$ cat config.mk
export PLATFORM = sky130hd
export DESIGN_NAME = oss_sequencer
export DESIGN_NICKNAME = d
export VERILOG_FILES = /design/src/logic/oss_pkg.sv /design/src/logic/oss_sequencer.sv
export SDC_FILE = /design/constraint.sdc
export NUM_CORES = 1
export LEC_CHECK = 0
export ABC_AREA = 1
export BUFFER_PORTS_ARGS = -buffer_cell sky130_fd_sc_hd__buf_4
export CAP_MARGIN = 10
export CORE_ASPECT_RATIO = 0.5
export CORE_MARGIN = 3
export CORE_UTILIZATION = 50
export CTS_CLUSTER_DIAMETER = 120
export DETAILED_ROUTE_END_ITERATION = 12
export PLACE_DENSITY = 0.75
export SLEW_MARGIN = 10
export SYNTH_ARGS = -nofsm -noshare
export SYNTH_HDL_FRONTEND = slang
export SYNTH_SLANG_ARGS = --single-unit
$ cat constraint.sdc
create_clock -name CLK_SYS -period 2.5 [get_ports CLK_SYS]
set_clock_uncertainty 0.15 [all_clocks]
set_input_delay 0.125 -clock CLK_SYS [delete_from_list [all_inputs] [get_ports CLK_SYS]]
set_output_delay 0.125 -clock CLK_SYS [all_outputs]
set_load 0.01 [all_outputs]
$ cat src/logic/oss_pkg.sv
// Shared constants and types of the origin search sequencer
package oss_pkg;

    // Register byte offsets
    localparam logic [7:0] OSS_CTRL_OFS   = 8'h00;
    localparam logic [7:0] OSS_SEEKV_OFS  = 8'h04;
    localparam logic [7:0] OSS_CREEPV_OFS = 8'h08;
    localparam logic [7:0] OSS_RAMP_OFS   = 8'h0C;
    localparam logic [7:0] OSS_OFFSET_OFS = 8'h10;
    localparam logic [7:0] OSS_STATUS_OFS = 8'h14;
    localparam logic [7:0] OSS_CMD_OFS    = 8'h18;

    // Control field positions
    localparam int OSS_MODE_LSB    = 0;
    localparam int OSS_SEEKDIR_BIT = 4;
    localparam int OSS_SCALE_BIT   = 5;
    localparam int OSS_SRCH_CH_LSB = 8;
    localparam int OSS_ZERO_CH_LSB = 12;

    // Command bits
    localparam int OSS_CMD_ABS_BIT   = 0;
    localparam int OSS_CMD_CLRW_BIT  = 1;
    localparam int OSS_CMD_START_BIT = 2;

    // Reset values and creep velocity limits
    localparam logic [31:0] OSS_CTRL_RST   = 32'h0000_1014;
    localparam logic [15:0] OSS_SEEKV_RST  = 16'h0064;
    localparam logic [15:0] OSS_CREEPV_RST = 16'h000A;
    localparam logic [15:0] OSS_CREEPV_MIN = 16'h0001;
    localparam logic [15:0] OSS_CREEPV_MAX = 16'h00C8;
    localparam logic [31:0] OSS_RAMP_RST   = 32'h0064_0064;
    localparam logic [31:0] OSS_OFFSET_RST = 32'h0000_0000;

    // Timing
    localparam int OSS_CLK_MHZ       = 100;
    localparam int OSS_FIRST_SERVO_ENABLE_INPUT_MS = 3200;
    localparam int OSS_FIRST_SERVO_ENABLE_INPUT_CYC = OSS_FIRST_SERVO_ENABLE_INPUT_MS * 1000 * OSS_CLK_MHZ;

    // Search modes
    typedef enum logic [2:0] {
        OSS_ALT_SENSOR_EDGE     = 3'h1,
        OSS_SINGLE_PASS_MARKER  = 3'h3,
        OSS_DOUBLE_PASS_MARKER  = 3'h4,
        OSS_SENSOR_EDGE         = 3'h5,
        OSS_TEACH_IN_PLACE      = 3'h6,
        OSS_TRAVEL_LIMIT_MARKER = 3'h7
    } oss_mode_e;

    // Motion engine requests
    typedef enum logic [1:0] {
        OSS_MV_STOP   = 2'h0,
        OSS_MV_RUN    = 2'h1,
        OSS_MV_OFFSET = 2'h2
    } oss_move_e;

    // Sequencer states, one-hot
    typedef enum logic [8:0] {
        OSS_ST_IDLE   = 9'h001,
        OSS_ST_SEEK   = 9'h002,
        OSS_ST_BRAKE  = 9'h004,
        OSS_ST_LEAVE  = 9'h008,
        OSS_ST_CREEP  = 9'h010,
        OSS_ST_MARKER = 9'h020,
        OSS_ST_OFFSET = 9'h040,
        OSS_ST_SETTLE = 9'h080,
        OSS_ST_TEACH  = 9'h100
    } oss_state_e;

    // Command to the motion engine
    typedef struct packed {
        oss_move_e   move;
        logic        dir;
        logic [15:0] velocity;
        logic [15:0] ramp_up;
        logic [15:0] ramp_down;
        logic [31:0] offset;
    } oss_motion_s;

    // Feedback from the motion engine and sensors
    typedef struct packed {
        logic stopped;
        logic settled;
        logic origin_sensor;
        logic minus_limit_n;
        logic plus_limit_n;
        logic marker;
    } oss_sense_s;

endpackage

$ cat src/logic/oss_sequencer.sv
// Origin search sequencer with APB register access
`timescale 1ns/1ps

// What this block does
// - Search starts only on an off-to-on edge of search start or program launch.
// - Initial direction is seek direction combined with scale direction.
// - Motion uses search ramp-up, ramp-down and seek velocity settings.
// - Busy closed and origin defined forced open while searching.
// - Double-pass mode: sensor rise brakes to stop, then reverses out.
// - Then reverses again at creep velocity until sensor rises again.
// - Then marker, then offset move, origin defined output closes.
// - Settling at origin closes in-position and search done.
// - Interrupted search leaves origin undefined; absolute command warns.
// - Program launch with the search channel selected starts a search.
// - Sensor-edge mode sets origin at sensor rising edge.
// - Alternate sensor-edge mode also uses sensor edge, no marker.
// - Single-pass mode returns to nearest marker after sensor rise.
// - Travel-limit mode uses a limit input and marker after leaving it.
// - Minus limit on-to-off brakes, then leaves at creep velocity.
// - First marker after leaving, then offset, origin defined closes.
// - Seek direction zero searches against the plus limit.
// - Teach mode takes current position as origin, servo active only.
// - Teach completes when positioning settles; busy held meanwhile.
// - Servo active follows enable; first activation waits the long delay.
// - Zero-point program run by start command teaches with servo off.
// - Creep velocity held between 0.001 and 0.200, default 0.010.
module oss_sequencer #(
    parameter int FIRST_SERVO_ENABLE_INPUT_CYC = oss_pkg::OSS_FIRST_SERVO_ENABLE_INPUT_CYC
) (
    input  wire logic              CLK_SYS,
    input  wire logic              SYS_RST,
    input  wire logic              PSEL,
    input  wire logic              PENABLE,
    input  wire logic              PWRITE,
    input  wire logic [7:0]        PADDR,
    input  wire logic [31:0]       PWDATA,
    output logic [31:0]            PRDATA,
    output logic                   PREADY,
    output logic                   PSLVERR,
    input  wire logic              SERVO_ENABLE,
    input  wire logic              SEARCH_START,
    input  wire logic              PROG_LAUNCH,
    input  wire logic [3:0]        PROG_CHANNEL,
    input  wire oss_pkg::oss_sense_s SENSE,
    output oss_pkg::oss_motion_s   MOTION,
    output logic                   SERVO_ACTIVE,
    output logic                   BUSY,
    output logic                   ORIGIN_DEFINED,
    output logic                   IN_POSITION,
    output logic                   SEARCH_DONE,
    output logic                   ORIGIN_WARNING
);
    import oss_pkg::*;

    typedef struct packed {
        oss_state_e  st;
        oss_motion_s mot;
        logic [31:0] ctrl;
        logic [15:0] seekv;
        logic [15:0] creepv;
        logic [31:0] ramp;
        logic [31:0] offset;
        logic [31:0] prdata;
        logic        pready;
        logic        pslverr;
        logic [31:0] servo_enable_input_cnt;
        logic        servo_enable_input_first_done;
        logic        servo_active;
        logic        busy;
        logic        origin_def;
        logic        in_pos;
        logic        done;
        logic        warn;
        logic        start_prev;
        logic        launch_prev;
        logic        sensor_prev;
        logic        limit_prev;
    } oss_state_s;

    oss_state_s s_q;
    oss_state_s s_d;

    logic        acc;
    logic        wr;
    logic        rd;
    logic [2:0]  mode;
    logic        dir0;
    logic        lim_n;
    logic        sensor_rise;
    logic        lim_trip;
    logic        lim_clear;
    logic        search_req;
    logic        zero_req;
    logic [15:0] wv;

    always_comb
    begin
        s_d = s_q;
        acc = PSEL && PENABLE;
        wr = acc && PWRITE && s_q.pready;
        rd = acc && !PWRITE && !s_q.pready;
        mode = s_q.ctrl[OSS_MODE_LSB +: 3];
        dir0 = s_q.ctrl[OSS_SEEKDIR_BIT] ^ s_q.ctrl[OSS_SCALE_BIT];
        lim_n = s_q.ctrl[OSS_SEEKDIR_BIT] ? SENSE.minus_limit_n
                                          : SENSE.plus_limit_n;
        sensor_rise = SENSE.origin_sensor && !s_q.sensor_prev;
        lim_trip = !lim_n && s_q.limit_prev;
        lim_clear = lim_n && !s_q.limit_prev;
        wv = PWDATA[15:0];

        // APB: one wait state, write lands on the pready edge
        s_d.pready = acc && !s_q.pready;
        s_d.pslverr = 1'b0;
        if (rd)
        begin
            unique case (PADDR)
                OSS_CTRL_OFS:   s_d.prdata = s_q.ctrl;
                OSS_SEEKV_OFS:  s_d.prdata = {16'h0000, s_q.seekv};
                OSS_CREEPV_OFS: s_d.prdata = {16'h0000, s_q.creepv};
                OSS_RAMP_OFS:   s_d.prdata = s_q.ramp;
                OSS_OFFSET_OFS: s_d.prdata = s_q.offset;
                OSS_STATUS_OFS: s_d.prdata = {14'h0000, 9'(s_q.st),
                    3'h0, s_q.warn, s_q.done, s_q.in_pos, s_q.origin_def,
                    s_q.busy, s_q.servo_active};
                OSS_CMD_OFS:    s_d.prdata = 32'h0000_0000;
                default:
                begin
                    s_d.prdata = 32'h0000_0000;
                    s_d.pslverr = 1'b1;
                end
            endcase
        end
        else if (acc && PWRITE && !s_q.pready)
        begin
            s_d.pslverr = !(PADDR inside {OSS_CTRL_OFS, OSS_SEEKV_OFS,
                OSS_CREEPV_OFS, OSS_RAMP_OFS, OSS_OFFSET_OFS,
                OSS_STATUS_OFS, OSS_CMD_OFS});
        end
        if (wr)
        begin
            unique case (PADDR)
                OSS_CTRL_OFS:   s_d.ctrl = PWDATA;
                OSS_SEEKV_OFS:  s_d.seekv = wv;
                OSS_CREEPV_OFS: s_d.creepv = (wv < OSS_CREEPV_MIN) ?
                    OSS_CREEPV_MIN : (wv > OSS_CREEPV_MAX) ?
                    OSS_CREEPV_MAX : wv;
                OSS_RAMP_OFS:   s_d.ramp = PWDATA;
                OSS_OFFSET_OFS: s_d.offset = PWDATA;
                default:        s_d.ctrl = s_q.ctrl;
            endcase
        end

        if (wr && PADDR == OSS_CMD_OFS && PWDATA[OSS_CMD_CLRW_BIT])
            s_d.warn = 1'b0;
        if (wr && PADDR == OSS_CMD_OFS && PWDATA[OSS_CMD_ABS_BIT]
            && !s_q.origin_def)
            s_d.warn = 1'b1;

        if (!SERVO_ENABLE)
        begin
            s_d.servo_active = 1'b0;
            s_d.servo_enable_input_cnt = 32'h0000_0000;
        end
        else if (s_q.servo_enable_input_first_done ||
                 s_q.servo_enable_input_cnt == 32'(FIRST_SERVO_ENABLE_INPUT_CYC - 1))
        begin
            s_d.servo_active = 1'b1;
            s_d.servo_enable_input_first_done = 1'b1;
        end
        else
            s_d.servo_enable_input_cnt = s_q.servo_enable_input_cnt + 32'h0000_0001;

        s_d.start_prev = SEARCH_START;
        s_d.launch_prev = PROG_LAUNCH;
        s_d.sensor_prev = SENSE.origin_sensor;
        s_d.limit_prev = lim_n;
        search_req = (SEARCH_START && !s_q.start_prev) ||
            (PROG_LAUNCH && !s_q.launch_prev &&
             PROG_CHANNEL == s_q.ctrl[OSS_SRCH_CH_LSB +: 4]);
        zero_req = (PROG_LAUNCH && !s_q.launch_prev &&
             PROG_CHANNEL == s_q.ctrl[OSS_ZERO_CH_LSB +: 4]) ||
            (wr && PADDR == OSS_CMD_OFS && PWDATA[OSS_CMD_START_BIT]);

        s_d.mot.ramp_up = s_q.ramp[15:0];
        s_d.mot.ramp_down = s_q.ramp[31:16];
        s_d.mot.offset = s_q.offset;
        s_d.in_pos = SENSE.settled && s_q.servo_active && !s_q.busy;

        unique case (s_q.st)
            OSS_ST_IDLE:
            begin
                s_d.mot.move = OSS_MV_STOP;
                if (zero_req && !s_q.servo_active)
                    s_d.origin_def = 1'b1;
                else if (search_req && s_q.servo_active)
                begin
                    s_d.busy = 1'b1;
                    s_d.origin_def = 1'b0;
                    s_d.done = 1'b0;
                    if (mode == OSS_TEACH_IN_PLACE)
                        s_d.st = OSS_ST_TEACH;
                    else
                    begin
                        s_d.st = OSS_ST_SEEK;
                        s_d.mot.move = OSS_MV_RUN;
                        s_d.mot.dir = dir0;
                        s_d.mot.velocity = s_q.seekv;
                    end
                end
            end
            OSS_ST_SEEK:
            begin
                if (mode == OSS_TRAVEL_LIMIT_MARKER)
                begin
                    if (lim_trip)
                    begin
                        s_d.st = OSS_ST_BRAKE;
                        s_d.mot.move = OSS_MV_STOP;
                    end
                end
                else if (sensor_rise)
                begin
                    if (mode == OSS_SENSOR_EDGE ||
                        mode == OSS_ALT_SENSOR_EDGE)
                    begin
                        s_d.st = OSS_ST_OFFSET;
                        s_d.mot.move = OSS_MV_OFFSET;
                    end
                    else if (mode == OSS_SINGLE_PASS_MARKER)
                    begin
                        s_d.st = OSS_ST_MARKER;
                        s_d.mot.dir = !dir0;
                        s_d.mot.velocity = s_q.creepv;
                    end
                    else
                    begin
                        s_d.st = OSS_ST_BRAKE;
                        s_d.mot.move = OSS_MV_STOP;
                    end
                end
            end
            OSS_ST_BRAKE:
            begin
                if (SENSE.stopped)
                begin
                    s_d.st = OSS_ST_LEAVE;
                    s_d.mot.move = OSS_MV_RUN;
                    s_d.mot.dir = !dir0;
                    s_d.mot.velocity =
                        (mode == OSS_TRAVEL_LIMIT_MARKER) ?
                        s_q.creepv : s_q.seekv;
                end
            end
            OSS_ST_LEAVE:
            begin
                if (mode == OSS_TRAVEL_LIMIT_MARKER)
                    s_d.st = lim_clear ? OSS_ST_MARKER : OSS_ST_LEAVE;
                else if (!SENSE.origin_sensor)
                begin
                    s_d.st = OSS_ST_CREEP;
                    s_d.mot.dir = dir0;
                    s_d.mot.velocity = s_q.creepv;
                end
            end
            OSS_ST_CREEP:
            begin
                if (sensor_rise)
                    s_d.st = OSS_ST_MARKER;
            end
            OSS_ST_MARKER:
            begin
                if (SENSE.marker)
                begin
                    s_d.st = OSS_ST_OFFSET;
                    s_d.mot.move = OSS_MV_OFFSET;
                end
            end
            OSS_ST_OFFSET:
            begin
                if (SENSE.stopped)
                begin
                    s_d.st = OSS_ST_SETTLE;
                    s_d.mot.move = OSS_MV_STOP;
                    s_d.origin_def = 1'b1;
                end
            end
            OSS_ST_SETTLE, OSS_ST_TEACH:
            begin
                s_d.origin_def = 1'b1;
                if (s_q.st == OSS_ST_TEACH)
                    s_d.st = OSS_ST_SETTLE;
                else if (SENSE.settled)
                begin
                    s_d.st = OSS_ST_IDLE;
                    s_d.busy = 1'b0;
                    s_d.done = 1'b1;
                    s_d.in_pos = 1'b1;
                end
            end
            default:
                s_d.st = OSS_ST_IDLE;
        endcase

        if (!SERVO_ENABLE && s_q.busy)
        begin
            s_d.st = OSS_ST_IDLE;
            s_d.busy = 1'b0;
            s_d.done = 1'b0;
            s_d.in_pos = 1'b0;
            s_d.origin_def = 1'b0;
            s_d.mot.move = OSS_MV_STOP;
        end
    end

    always_ff @(posedge CLK_SYS)
    begin
        if (SYS_RST)
        begin
            s_q <= '0;
            s_q.st <= OSS_ST_IDLE;
            s_q.mot.move <= OSS_MV_STOP;
            s_q.ctrl <= OSS_CTRL_RST;
            s_q.seekv <= OSS_SEEKV_RST;
            s_q.creepv <= OSS_CREEPV_RST;
            s_q.ramp <= OSS_RAMP_RST;
            s_q.offset <= OSS_OFFSET_RST;
            s_q.start_prev <= 1'b1;
            s_q.limit_prev <= 1'b1;
        end
        else
            s_q <= s_d;
    end

    assign PRDATA = s_q.prdata;
    assign PREADY = s_q.pready;
    assign PSLVERR = s_q.pslverr;
    assign MOTION = s_q.mot;
    assign SERVO_ACTIVE = s_q.servo_active;
    assign BUSY = s_q.busy;
    assign ORIGIN_DEFINED = s_q.origin_def;
    assign IN_POSITION = s_q.in_pos;
    assign SEARCH_DONE = s_q.done;
    assign ORIGIN_WARNING = s_q.warn;

endmodule // oss_sequencer

==> run metrics <==
Slew Limit Fails=0; Final Routed Wirelength=40230 um; number of port buffers=180; final hold vios=0; critical path class=input port to register; Die Ht=123.9 um; first-pass GRT wire length=63600 um; DR WL/cell=16.54 um; Skew-Pair Late Insertion Delay=0.57 ns; top cells by area, synth=dfxtp_1, nand2_1, nor2_1, buf_4, o21ai_0; number of flops mapped to enable cells by yosys=0; post-CTS resize count=0; Least-Margin Pin Slew=0.7701 ns; Yosys Warn Count=0; die footprint=29930 sq um; Core Rows=42; setup repair after global routing missed its margin=no; crit share post-route=91.09%; Setup TNS=0 ns; ys flop type=dfxtp_1; status=completed; Synthesized Nets=2010; io pins=181; CTS tree=built; Distinct cells, synth=43; # setup viols final=0; Synth area leader=dfxtp_1; sequential cell area=5946 sq um; Max Clock Freq=0.4391 GHz; CP startpoint kind=input port; Hold WC Path Type=input port to register; die width=241.7 um; clock sink count=297; Gate Count Post-Synth=1951; TritonRoute pass-1 iters=5; GRT overflow=0; Fill cells=2474; PwrDens=784.1 nW/um^2; Top delay family on crit path=buffers and inverters; CP Data Required Time=2.84 ns; CP max stage delay=0.60 ns; count of nets after finishing=2096; htree depth=1; sequential area share after synthesis=42.81%; clk buf depth=3; number of synthesized register bits=297; vias in the first global route=11710; overall power=12.67 mW; Yosys top cell area share=42.81%; Num CTS Buffers=27; max_cap viols=0; ratio of cells with drive above 1 in the final layout=14.83%; Cell Chain, Critical Path=dlygate4sd3_1 -> buf_4 -> nand3_1 -> dlygate4sd3_1 -> nor2_1 -> inv_1 -> nor2_1 -> nand3_1 -> dlygate4sd3_1 -> a21oi_1; most used cell, CP=dlygate4sd3_1; Crit-path slowest cell=dlygate4sd3_1; detailed placer's ending HPWL=28230 um; Final GP Congestion=0.9544; Area growth syn-to-layout=16.38%; VDD IR max=0.4989 mV; combined area of the multi-input logic cells=5757 sq um; largest net degree at the start of global routing=72; CTS clock-pin slew for the worst setup and hold paths=0.07 ns; initial drt markers=1221; Leak=6.872 nW; DR vias=12680; minimum clock period=2.277 ns; crit-path max FO=2; ys async rst share=0%; CP endpoint kind=register; Avg Vias per Cell=5.214; initial antenna violation count=1; syn avg cell area=7.119 sq um; Tot GR Track Use=26.36%; clock root buffer=clkbuf_16; crit path buf inv count=5; Worst Path Arrival=2.62 ns; synthesized area=13890 sq um; core footprint=26850 sq um; initial cell density of the core=51.72%; drt drc=0; WHS=0.01797 ns; Antenna Nets Post-Route=0; headroom to the max-slew limit=48.60%
[layer usage]
metal  up-vias  wire length [um]  global-route usage (%)
met3        77              3361                   5.119
met1      5799             17850                   35.96
met2       513             17950                   43.20
met5         -                 0                       0
li1       6292                 -                       -
met4         0              1073                   7.271
[cells by family (layout without fill, tap and decap cells)]
group / after synthesis / after routing / share of synthesized area, %
compound gates: 420 / 420 / 16.29
xor+xnor: 28 / 28 / 1.766
fa+ha+maj: 1 / 1 / 0.09008
buf+inv: 445 / 551 / 15.87
flops: 297 / 297 / 42.81
other cells: 0 / 1 / 0
simple gates: 760 / 760 / 23.17
[state kept, by name (all words and copies together) (netlist names), 3 cells and up]
name / flops
MOTION: 83
PRDATA: 32
s_q: 107
mode: 3
s_d: 64
[layout by cell type, fill, tap and decap left out, types with 2 or more instances in the layout]
master,netlist,layout
or2_2,2,2
clkbuf_8,0,5
nor2_2,7,7
nor2_4,9,10
buf_4,122,210
a22oi_1,8,8
nand3_2,3,3
nand3_4,3,3
inv_1,229,228
clkinvlp_4,0,4
nand2_2,4,4
bufinv_16,0,4
a21oi_1,170,170
dlygate4sd3_1,0,47
nand4_1,16,16
clkinv_1,2,2
nand2_1,352,352
a211oi_1,3,3
nor3_1,31,30
xor2_1,24,24
o22ai_1,23,23
clkbuf_1,52,4
inv_2,8,8
dfxtp_1,297,297
o21ai_0,178,178
clkinv_2,1,5
nor2_1,259,258
nor3b_1,3,3
xnor2_1,4,4
buf_12,0,4
nor3_2,3,3
nand3_1,64,64
o21ai_1,5,5
o211ai_1,16,16
o221ai_1,14,14
clkbuf_16,0,27
[worst paths after layout]
path            start              to  slack (ns)  cells after the start
max          PADDR[4]  ORIGIN_WARNING        0.22                     10
min          SENSE[0]        s_q[291]        0.02                      8
max reg2reg  s_q[177]        s_q[291]        0.36                     10
min reg2reg  s_d[261]      MOTION[56]        0.29                      2
[worst register-to-register path: stages, from the launching register on]
cell and delay, ns:
dfxtp_1 0.33, inv_1 0.13, nand2_1 0.10, nand2_1 0.07
dlygate4sd3_1 0.55, inv_1 0.05, or2_2 0.29, a31oi_1 0.15
nand4_1 0.11, nand2_1 0.08, nor2_1 0.04
[final cells by class]
type,instances,area share (%)
Sequential cell,297,36.79
Multi-Input combinational cell,1209,35.62
Timing Repair Buffer,261,13.16
Inverter,241,5.628
Clock buffer,36,4.699
Tap cell,374,2.895
Clock inverter,13,1.200
Antenna cell,1,0.01548
[metrics by stage]
step	cells	setup WS (ns)	cell area (sq um)	utilization [%]
after floorplan	1951	0.6996	13890	-
after global placement	2335	0.4768	14740	54.88
after detailed placement	2335	0.4184	14740	54.88
after CTS	2431	0.3285	16160	60.18
after global routing	2432	0.08848	16160	60.19
final	2432	0.2228	16160	60.19
[cell usage after synthesis (6+ instances only)]
library cell	instances
nand2_1	352
dfxtp_1	297
nor2_1	259
inv_1	229
o21ai_0	178
a21oi_1	170
buf_4	122
nand3_1	64
clkbuf_1	52
nor3_1	31
xor2_1	24
o22ai_1	23
buf_2	21
nand4_1	16
o211ai_1	16
o221ai_1	14
nor2_4	9
a22oi_1	8
inv_2	8
nor2_2	7
buf_6	6
[power by group]
part	leakage, nW	internal (mW)	total (mW)	switching, mW
registers	2.40	4.98	5.19	0.204
clock network	0.457	2.57	4.48	1.91
logic	4.01	1.10	3.01	1.91
[repair_timing]
item                                   in CTS  in global routing
setup endpoints to repair                   0                  0
hold buffers                               47                  0
endpoints found under the hold margin     157                  0
buffers inserted                            0                  0
No activity file was read; power rests on OpenSTA's default activity.
